<file path="config.mk">
export PLATFORM = sky130hd
export DESIGN_NAME = btr_boot_target
export DESIGN_NICKNAME = d
export VERILOG_FILES = /design/src/hdl/btr_pkg.sv /design/src/hdl/btr_dac_rom.sv /design/src/hdl/btr_boot_target.sv
export SDC_FILE = /design/constraint.sdc
export NUM_CORES = 2
export LEC_CHECK = 0
export ABC_CLOCK_PERIOD_IN_PS = 149800
export BUFFER_PORTS_ARGS = -buffer_cell sky130_fd_sc_hd__buf_2
export CAP_MARGIN = 20
export CORE_MARGIN = 3
export CORE_UTILIZATION = 30
export DETAILED_ROUTE_END_ITERATION = 10
export HOLD_SLACK_MARGIN = 0.08
export PLACE_DENSITY = 0.53
export SKIP_LAST_GASP = 1
export SLEW_MARGIN = 20
export SYNTH_ARGS = -nofsm -noshare
export SYNTH_HDL_FRONTEND = slang
export SYNTH_HIERARCHICAL = 1
export SYNTH_SLANG_ARGS = --single-unit
</file>
<file path="constraint.sdc">
create_clock -name i_clk -period 149.8 [get_ports i_clk]
set_input_delay 22.47 -clock i_clk [delete_from_list [all_inputs] [get_ports i_clk]]
set_output_delay 22.47 -clock i_clk [all_outputs]
set_load 0.02 [all_outputs]
</file>
<file path="src/hdl/btr_pkg.sv">
// Purpose: shared constants and carriers for the boot target register block
// Assumes: 40 MHz logic clock, word-wide command port from the bus engine
// Notes:   dac voltages are held in microvolts
package btr_pkg;

    localparam logic [7:0]  CMD_BOOT_TARGET   = 8'hd5;
    localparam int          CODE_LSB          = 0;
    localparam int          CODE_MSB          = 4;
    localparam int          SPARE_LSB         = 14;
    localparam int          SPARE_MSB         = 15;
    localparam logic [15:0] RO_MASK           = 16'h3fe0;
    localparam logic [15:0] RW_MASK           = 16'hc01f;
    localparam logic [4:0]  CODE_RESET        = 5'h00;
    localparam logic [1:0]  SPARE_RESET       = 2'h0;
    localparam logic [15:0] READ_IDLE         = 16'h0000;

    typedef struct packed {
        logic        wr;
        logic        rd;
        logic [7:0]  cmd;
        logic [15:0] wdata;
    } btr_req_type;

    typedef struct packed {
        logic        ack;
        logic        nack;
        logic        rvalid;
        logic [15:0] rdata;
    } btr_rsp_type;

    typedef struct packed {
        logic       soft_start;
        logic [4:0] scale_loop;
        logic [7:0] margin_high;
        logic [7:0] margin_low;
        logic [7:0] trim;
        logic [1:0] margin_sel;
    } btr_vout_cfg_type;

endpackage

</file>
<file path="src/hdl/btr_dac_rom.sv">
// Purpose: code to reference dac voltage table, registered read
// Assumes: code stable for one cycle before the value is used
// Notes:   values in microvolts, rounded to the nearest microvolt
`timescale 1ns/1ps
module btr_dac_rom (
    // clocking
    input  wire logic        i_clk,
    input  wire logic        i_sys_rst,
    input  wire logic        i_ce,
    // lookup
    input  wire logic [4:0]  i_code,
    output logic      [19:0] o_uv
);

    logic [19:0] table_uv;

    always_comb begin
        case (i_code)
            5'h00:   table_uv = 20'd0;
            5'h01:   table_uv = 20'd299805;
            5'h02:   table_uv = 20'd312500;
            5'h03:   table_uv = 20'd325195;
            5'h04:   table_uv = 20'd337891;
            5'h05:   table_uv = 20'd350100;
            5'h06:   table_uv = 20'd362305;
            5'h07:   table_uv = 20'd375000;
            5'h08:   table_uv = 20'd387695;
            5'h09:   table_uv = 20'd399900;
            5'h0a:   table_uv = 20'd412598;
            5'h0b:   table_uv = 20'd424805;
            5'h0c:   table_uv = 20'd437500;
            5'h0d:   table_uv = 20'd450195;
            5'h0e:   table_uv = 20'd462891;
            5'h0f:   table_uv = 20'd475100;
            5'h10:   table_uv = 20'd487305;
            5'h11:   table_uv = 20'd500000;
            5'h12:   table_uv = 20'd512695;
            5'h13:   table_uv = 20'd524900;
            5'h14:   table_uv = 20'd537109;
            5'h15:   table_uv = 20'd549805;
            5'h16:   table_uv = 20'd562500;
            5'h17:   table_uv = 20'd575195;
            5'h18:   table_uv = 20'd587891;
            5'h19:   table_uv = 20'd599609;
            5'h1a:   table_uv = 20'd625000;
            5'h1b:   table_uv = 20'd649900;
            5'h1c:   table_uv = 20'd674805;
            5'h1d:   table_uv = 20'd700195;
            5'h1e:   table_uv = 20'd724609;
            default: table_uv = 20'd750000;
        endcase
    end

    always_ff @(posedge i_clk or posedge i_sys_rst) begin
        if (i_sys_rst) begin
            o_uv <= 20'h00000;
        end else if (i_ce) begin
            o_uv <= table_uv;
        end
    end

endmodule

</file>
<file path="src/hdl/btr_boot_target.sv">
// Contract
// - The register answers at command D5h with word write and word read, unsigned binary.
// - Bits 13 to 5 are not implemented and always read as zero.
// - Bits 4 to 0 hold a writable boot target code used as the dac target for soft-start.
// - Code updates are accepted in every regulator state with no lockout.
// - A code change during soft-start moves the reference target so the output slews to it.
// - A write with any of bits 13 to 5 set is refused with a nack and leaves the register unchanged.
// - Such a refused write raises the comm fault bit and the invalid-data bit.
// - The code maps through a fixed 32-entry table from 0 V up to 0.75 V.
// - The effective boot voltage combines the code with loop scale, margin and trim settings.
//
// Purpose: boot target command register with dac target and boot voltage outputs
// Assumes: i_req is a one-cycle request from the bus engine, synchronous to i_clk
// Notes:   boot voltage is in microvolts, scaled by a power-of-two loop factor
`timescale 1ns/1ps
module btr_boot_target (
    // clocking
    input  wire logic                      i_clk,
    input  wire logic                      i_sys_rst,
    input  wire logic                      i_ce,
    // non-volatile backup
    input  wire logic                      i_nvm_load,
    input  wire logic [4:0]                i_nvm_code,
    input  wire logic [1:0]                i_nvm_spare,
    // command port
    input  wire btr_pkg::btr_req_type      i_req,
    output btr_pkg::btr_rsp_type           o_rsp,
    // output voltage settings
    input  wire btr_pkg::btr_vout_cfg_type i_vout_cfg,
    // fault flags, cleared by the status logic
    input  wire logic                      i_cml_clr,
    output logic                           o_status_cml,
    output logic                           o_cml_invalid_data,
    // regulator side
    output logic      [4:0]                o_boot_target_code,
    output logic      [1:0]                o_spare_saved_bits,
    output logic      [19:0]               o_boot_dac_voltage,
    output logic      [23:0]               o_boot_voltage,
    output logic                           o_ramp_retarget
);

    // previous published code and soft-start level, so back-to-back changes each retarget
    logic [4:0]  code_seen;
    logic        soft_seen;

    logic [4:0]  code;
    logic [1:0]  spare;
    logic [19:0] dac_uv;

    // address decode
    wire hit       = (i_req.cmd == btr_pkg::CMD_BOOT_TARGET);
    wire wr_hit    = i_req.wr && hit;
    wire rd_hit    = i_req.rd && hit;
    wire ro_touch  = |(i_req.wdata & btr_pkg::RO_MASK);
    wire wr_ok     = wr_hit && !ro_touch;
    wire wr_bad    = wr_hit && ro_touch;
    wire code_chg  = wr_ok && (i_req.wdata[btr_pkg::CODE_MSB:btr_pkg::CODE_LSB] != code);

    wire [15:0] read_word = {spare, 9'h000, code};

    function automatic logic [23:0] apply_margin(input logic [23:0] v, input logic [7:0] m);
        // margin and trim as signed per-mille offsets
        logic signed [33:0] prod;
        prod = $signed({10'h000, v}) * $signed({{26{m[7]}}, m});
        apply_margin = v + 24'(prod / 34'sd1000);
    endfunction

    logic [23:0] scaled;
    logic [7:0]  margin_pm;
    assign scaled    = 24'({4'h0, dac_uv} << i_vout_cfg.scale_loop[1:0]);
    assign margin_pm = (i_vout_cfg.margin_sel == 2'h1) ? i_vout_cfg.margin_high :
                       (i_vout_cfg.margin_sel == 2'h2) ? i_vout_cfg.margin_low : 8'h00;

    btr_dac_rom u_rom (
        .i_clk     (i_clk),
        .i_sys_rst (i_sys_rst),
        .i_ce      (i_ce),
        .i_code    (code),
        .o_uv      (dac_uv)
    );

    // published code moved while soft-start held
    wire retarget_now = i_vout_cfg.soft_start && soft_seen && (o_boot_target_code != code_seen);

    // reset constant, then backup load after release
    always_ff @(posedge i_clk or posedge i_sys_rst) begin
        if (i_sys_rst) begin
            code  <= btr_pkg::CODE_RESET;
            spare <= btr_pkg::SPARE_RESET;
        end else if (i_ce) begin
            if (i_nvm_load) begin
                code  <= i_nvm_code;
                spare <= i_nvm_spare;
            end else if (wr_ok) begin
                code  <= i_req.wdata[btr_pkg::CODE_MSB:btr_pkg::CODE_LSB];
                spare <= i_req.wdata[btr_pkg::SPARE_MSB:btr_pkg::SPARE_LSB];
            end
        end
    end

    always_ff @(posedge i_clk or posedge i_sys_rst) begin
        if (i_sys_rst) begin
            o_rsp <= '0;
        end else if (i_ce) begin
            o_rsp.ack    <= wr_ok || rd_hit;
            o_rsp.nack   <= wr_bad;
            o_rsp.rvalid <= rd_hit;
            o_rsp.rdata  <= rd_hit ? read_word : btr_pkg::READ_IDLE;
        end
    end

    always_ff @(posedge i_clk or posedge i_sys_rst) begin
        if (i_sys_rst) begin
            o_status_cml       <= 1'b0;
            o_cml_invalid_data <= 1'b0;
        end else if (i_ce) begin
            o_status_cml       <= wr_bad || (o_status_cml && !i_cml_clr);
            o_cml_invalid_data <= wr_bad || (o_cml_invalid_data && !i_cml_clr);
        end
    end

    always_ff @(posedge i_clk or posedge i_sys_rst) begin
        if (i_sys_rst) begin
            code_seen          <= btr_pkg::CODE_RESET;
            soft_seen          <= 1'b0;
            o_boot_target_code <= btr_pkg::CODE_RESET;
            o_spare_saved_bits <= btr_pkg::SPARE_RESET;
            o_boot_dac_voltage <= 20'h00000;
            o_boot_voltage     <= 24'h000000;
            o_ramp_retarget    <= 1'b0;
        end else if (i_ce) begin
            code_seen          <= o_boot_target_code;
            soft_seen          <= i_vout_cfg.soft_start;
            o_boot_target_code <= code;
            o_spare_saved_bits <= spare;
            o_boot_dac_voltage <= dac_uv;
            o_boot_voltage     <= apply_margin(apply_margin(scaled, margin_pm), i_vout_cfg.trim);
            o_ramp_retarget    <= retarget_now;
        end
    end

endmodule

</file>
Yosys cells after proc, flatten, opt, wreduce, memory -nomap -nowiden. Memory sizes are Yosys's and may differ from the RTL's. A register that Yosys moved wholly into a read port is not among the register bits. Index checks and enable logic that the tools add are counted.

Add/sub/neg operators: 2. Multiply operators: 2. Div/mod/pow operators: 2. Equality and inequality tests: 4. Shifts and indexed selects: 1. Multiplexer cells: 7. Reduce and logical (&&, ||, !) cells: 16.

Operator list (count): $div A34 B11 Y34 const B (2); $mul A25 B8 Y33 (2); $add A24 B24 Y24 (2); $shl A20 B2 Y24 (1); $mux W16 (1); $mux W8 (2); $mux W5 (2); $reduce_or A9 Y1 (1); $eq A8 B8 Y1 const B (1); $logic_and A1 B1 Y1 (8); $ne A5 B5 Y1 (1); $mux W2 (2); $logic_or A1 B1 Y1 (3); $eq A2 B1 Y1 const B (1); $eq A2 B2 Y1 const B (1); $logic_not A1 Y1 (2); $reduce_and A2 Y1 (1); $reduce_bool A2 Y1 (1).

Register bits: 86. ROM bits: 640. Bits of input ports: 70. Output and inout bits: 73. Logic and storage cells: 50. Memories: 1.

Memory list: (no name shown) (depth 32, bits a word 20, rd ports 1, clocked after memory_dff 1, write ports 0, RTL line btr_dac_rom.sv:18) `case (i_code)`.

Depth between registers and ports, before layout.
Word-level depth: 9. Depth in mapped cells: 235. Mapped depth without buffers: 206.

Hierarchy. The synthesis kept the hierarchy.

By module, submodules not included: btr_boot_target (instances 1, cells an instance 4685, area an instance 36814.1 sq um, sequential area each 1926.8 sq um); btr_dac_rom (instances 1, cells an instance 199, area an instance 1707.9 sq um, sequential area each 500.5 sq um).

Worst setup path before layout. OpenSTA, ideal clock, no wires.

Path kind: in2reg. Start: input i_vout_cfg[26] (netlist bit). End: register o_boot_voltage[23]. Library setup time: 0.125 ns. Data arrival time: 72.589 ns. Data required time: 149.675 ns. Setup slack: 77.086 ns. Cell stages on the path: 214. Path buffers: 14. Path through: buf_1 > mux2_2 > o21ai_1 > inv_1 > nor2_1 > fa_1 > fa_1 > fa_1 > inv_1 > fa_1 > inv_1 > ha_1 > buf_4 > a21oi_1 > o21ai_1 > a211oi_1 > a211oi_1 > mux2i_1 > [... 178 more ...] > a21oi_1 > o21bai_1 > a21oi_1 > o21bai_1 > a21oi_1 > o21bai_1 > a21oi_1 > o21bai_1 > a21oi_1 > o21bai_1 > a21oi_1 > o21bai_1 > a21oi_1 > o21bai_1 > a21oi_1 > xnor2_1 > xnor3_1 > mux2_4.

Longest elaborated chain between the ends: 7.

Ends and longest elaborated chain: start, declared (RTL line btr_boot_target.sv:29) `input wire btr_pkg::btr_vout_cfg_type i_vout_cfg,`; $shl A20 B2 Y24 (*) (RTL line btr_boot_target.sv:70) `assign scaled = 24'({4'h0, dac_uv} << i_vout_cfg.scale_loop[1:0]);`; $mul A25 B8 Y33 (RTL line btr_boot_target.sv:64) `prod = $signed({10'h000, v}) * $signed({{26{m[7]}}, m});`; $div A34 B11 Y34 (RTL line btr_boot_target.sv:65) `apply_margin = v + 24'(prod / 34'sd1000);`; $add A24 B24 Y24 (*) (RTL line btr_boot_target.sv:65); $mul A25 B8 Y33 (RTL line btr_boot_target.sv:64); $div A34 B11 Y34 (RTL line btr_boot_target.sv:65); $add A24 B24 Y24 (*) (RTL line btr_boot_target.sv:65); end signal, assigned (RTL line btr_boot_target.sv:137) `o_boot_voltage <= apply_margin(apply_margin(scaled, margin_pm), i_vout_cfg.trim);`; end, declared (RTL line btr_boot_target.sv:38) `output logic [23:0] o_boot_voltage,`.

Mark *: on every way between the ends. The rest lies on a longest branch, timed or not. A chain may end at the register's enable or synchronous reset.

Worst setup path after layout.
Start: input i_vout_cfg[1] (netlist bit). End: register o_boot_voltage[23].

Longest elaborated chain between the ends: 9. Elaborated cells between the ends (all ways): 10. Classes of those cells: add/sub: 2; mul: 2; div: 2; eq/ne: 2; mux: 2.

Ends and longest elaborated chain: $eq A2 B2 Y1 (RTL line btr_boot_target.sv:72) `(i_vout_cfg.margin_sel == 2'h2) ? i_vout_cfg.margin_low : 8'h00;`; $mux W8 (RTL line btr_boot_target.sv:72); $mux W8 (*) (RTL line btr_boot_target.sv:71) `assign margin_pm = (i_vout_cfg.margin_sel == 2'h1) ? i_vout_cfg.margin_high :`; $mul A25 B8 Y33 (*) (RTL line btr_boot_target.sv:64); $div A34 B11 Y34 (*) (RTL line btr_boot_target.sv:65); $add A24 B24 Y24 (*) (RTL line btr_boot_target.sv:65); $mul A25 B8 Y33 (RTL line btr_boot_target.sv:64); $div A34 B11 Y34 (RTL line btr_boot_target.sv:65); $add A24 B24 Y24 (*) (RTL line btr_boot_target.sv:65).

Marked as above.

==> results.md <==
## Global routing
• **initial antenna violation count** 4
• **global router's overall resource usage** 17.1%
• **maximum number of pins on one net before global-route repair** 78
• **via count of the first global-routing pass** 35000
• **global-route wire length before repair** 190000 microns
• **GR Overflow Total** 0

## Route
• **Total Routed Length** 116000 microns
• **number of iterations in the first detailed-routing pass** 5
• **DRC Markers** 0
• **Avg WL per Cell** 17.8 microns
• **1st-iter DRT viols** 2621
• **drt via density** 5.51
• **total via count after detailed routing** 36000
• **post-route ant nets** 0

## Min path
• **Worst Hold Launch** o_cml_invalid_data
• **hold depth** 2
• **Hold Path Class** flip-flop to flip-flop
• **endpoint of the worst hold path** o_cml_invalid_data

## Worst setup path
• **Critical-path top delay cell** sky130_fd_sc_hd__a31oi_2
• **reg-to-reg slack, setup** 87600 ps
• **CP delay by family, top** compound AO/OA/AOI/OAI gates
• **critical-path maximum fanout** 52
• **highest cell delay on the worst timing path** 890 ps
• **r2r startpoint** u_rom/o_uv[5]
• **Startpoint Class** input port
• **CP most frequent cell** sky130_fd_sc_hd__a21oi_1
• **endpoint of the lowest-slack register-to-register path** o_boot_voltage[23]
• **Crit Path Class** input port to flip-flop
• **worst endpoint required time** 150040 ps
• **buffer and inverter count on the worst path** 10
• **worst reg-to-reg path cell count** 203
• **kind of end point of the critical path** flip-flop
• **arrival time at the worst endpoint** 85090 ps
• **critical path launch point** i_vout_cfg[1]

## Timing
• **Max transition margin** 21.6%
• **max-slew violation total from the final report** 0
• **setup repair after global routing missed its margin** no
• **Setup violations, final** 0
• **Clock Skews** 13.4 ps
• **final-layout setup total negative slack** 0 ps
• **fin crit period** 84850 ps
• **slew at the pin with the worst max-slew slack** 1170 ps
• **number of hold-slack violations in the final timing report** 0
• **Achievable Freq** 11.8 MHz
• **ratio of final minimum period to clock period** 56.6%

## Logic synthesis
• **leading cell types by total area after synthesis** sky130_fd_sc_hd__fa_1 14%, sky130_fd_sc_hd__ha_1 6.8%, sky130_fd_sc_hd__dfrtp_1 6.3%, sky130_fd_sc_hd__inv_1 4.8%, sky130_fd_sc_hd__nor2_1 4.7%
• **Warnings, synthesis** 6
• **primary flip-flop cell chosen by synthesis mapping** sky130_fd_sc_hd__dfrtp_1
• **number of synthesized flops with an enable pin** 0
• **average cell area after synthesis** 7.89 sq um
• **Synth area leader** sky130_fd_sc_hd__fa_1
• **Seq cells post-synth** 97
• **async set or reset register ratio after synthesis** 100%
• **synth unique cells** 200
• **share of Yosys cell area claimed by the top area cell type** 13.6%
• **number of cells produced by synthesis** 4884
• **proportion of synthesized chip area in sequential cells** 6.30%
• **cell area after synthesis** 38500 sq um

## Clock tree
• **PostCTS Resize Cnt** 0
• **Skew-Pair Late Insertion Delay** 360 ps
• **count of hold buffers inserted by post-cts repair** 0
• **Sinks on Clock Net** 97
• **clock-pin transition on the worst setup and hold timing paths** 70 ps
• **clock tree from TritonCTS** done
• **# Post-CTS Setup Buffers** 0
• **H-tree depth** 3
• **number of CTS-inserted buffers** 9
• **maximum buffer depth of the clock tree** 2
• **buffer type at the clock tree root** sky130_fd_sc_hd__clkbuf_16

## Status
• **run status** complete, no violations

## Placement
• **DPL Wire Length** 94400 microns
• **number of placed instances, taps included** 6509
• **post-detailed-placement cell area** 40200 sq um
• **GPL Wtd Cong** 0.884
• **Port Buffer Count** 130

## Cells and area
• **layout-stage area growth over the synthesis result** 5.18%
• **final cell count without fillers** 6529
• **fraction of final layout cells sized beyond drive strength 1** 14.3%
• **most common cell after layout, fill and taps aside** sky130_fd_sc_hd__inv_1
• **top library cells by usage in the layout, fill and taps aside** 493 x sky130_fd_sc_hd__inv_1, 486 x sky130_fd_sc_hd__nor2_1, 390 x sky130_fd_sc_hd__nand2_1
• **nets** 5410
• **share of the core filled with cells in the final layout** 32.0%
• **post-route cell area** 40500 sq um

## Run
• **max-capacitance violation count** 0

## Floorplan
• **overall die area** 133000 sq um
• **number of rows created at floorplan** 130
• **effective utilization at floorplan** 30.4%
• **horizontal extent of the die** 364 microns
• **count of pins on the block boundary** 143
• **core region area** 127000 sq um
• **floorplan die height** 364 microns

-- worst min-delay path: stages, from the launching register on --
cell and delay [ps]:
sky130_fd_sc_hd__dfrtp_1 340, sky130_fd_sc_hd__nand2_1 50, sky130_fd_sc_hd__nand2_1 50
-- final cells by class --
cell class                      count  area (sq um)
Fill cell                       13600         86000
Multi-Input combinational cell   4103         33000
Sequential cell                    97          2430
Tap cell                         1650          2060
Inverter                          500          1880
Timing Repair Buffer              159           875
Clock buffer                       10           239
Clock inverter                      6          75.1
Antenna cell                        4          10.0
-- worst max path at each step --
stage / depth (start not counted) / endpoint / slack, ps
4_1_cts: 204 / o_boot_voltage[23] / 64660
2_1_floorplan: 214 / o_boot_voltage[23] / 77090
6_report: 204 / o_boot_voltage[23] / 64950
5_1_grt: 205 / o_boot_voltage[23] / 60080
3_3_place_gp: 202 / o_boot_voltage[23] / 64800
3_5_place_dp: 204 / o_boot_voltage[23] / 64410
-- routing by layer --
metal  routed length, microns  global-route usage [%]
met1                    55500                    24.2
met2                    54700                    29.2
met3                     4240                    1.09
met4                     1890                    2.80
met5                       11                       0
-- flip-flops by register name, summed over array words and instances (netlist names), 2 cells and up --
name,flops
code_seen,5
o_boot_target_code,5
code,5
spare,2
o_boot_voltage,24
u_rom/o_uv,20
o_rsp,10
o_spare_saved_bits,2
o_boot_dac_voltage,20
-- logic make-up (layout without fill, tap and decap cells) --
group,after synthesis,after routing,synth area share (%)
AND/OR/NAND/NOR,1746,1746,23.9
AO/OA/AOI/OAI,1372,1372,27.8
buffers and inverters,692,675,8.35
adder cells (fa/ha/maj),481,481,20.7
XOR/XNOR,307,307,7.42
multiplexers,188,188,5.57
flip-flops,97,97,6.30
other,1,13,0.00973
-- metrics by stage --
| step | setup WS (ps) | hold slack (ps) |
|---|---|---|
| after floorplan | 77090 | 450 |
| after global placement | 64800 | 451 |
| after detailed placement | 64410 | 459 |
| after CTS | 64660 | 474 |
| after global routing | 60080 | 490 |
| final | 64950 | 464 |
-- cells in the mapped netlist, types with 43 or more instances --
master                     count
sky130_fd_sc_hd__a211oi_1     54
sky130_fd_sc_hd__a21oi_1     265
sky130_fd_sc_hd__a31oi_1      76
sky130_fd_sc_hd__and2_1      160
sky130_fd_sc_hd__buf_4        43
sky130_fd_sc_hd__clkbuf_1     61
sky130_fd_sc_hd__dfrtp_1      97
sky130_fd_sc_hd__fa_1        262
sky130_fd_sc_hd__ha_1        208
sky130_fd_sc_hd__inv_1       494
sky130_fd_sc_hd__mux2_2       81
sky130_fd_sc_hd__mux2i_1      82
sky130_fd_sc_hd__nand2_1     390
sky130_fd_sc_hd__nand3_1     104
sky130_fd_sc_hd__nand4_1      44
sky130_fd_sc_hd__nor2_1      486
sky130_fd_sc_hd__nor3_1      121
sky130_fd_sc_hd__nor4_1       43
sky130_fd_sc_hd__o211ai_1     65
sky130_fd_sc_hd__o21a_1       46
sky130_fd_sc_hd__o21ai_0     158
sky130_fd_sc_hd__o21bai_1     50
sky130_fd_sc_hd__xnor2_1     198
sky130_fd_sc_hd__xor2_1       89
Power is not shown: default switching activity piles up to over one toggle a cycle in this logic, so the estimate is an artifact.
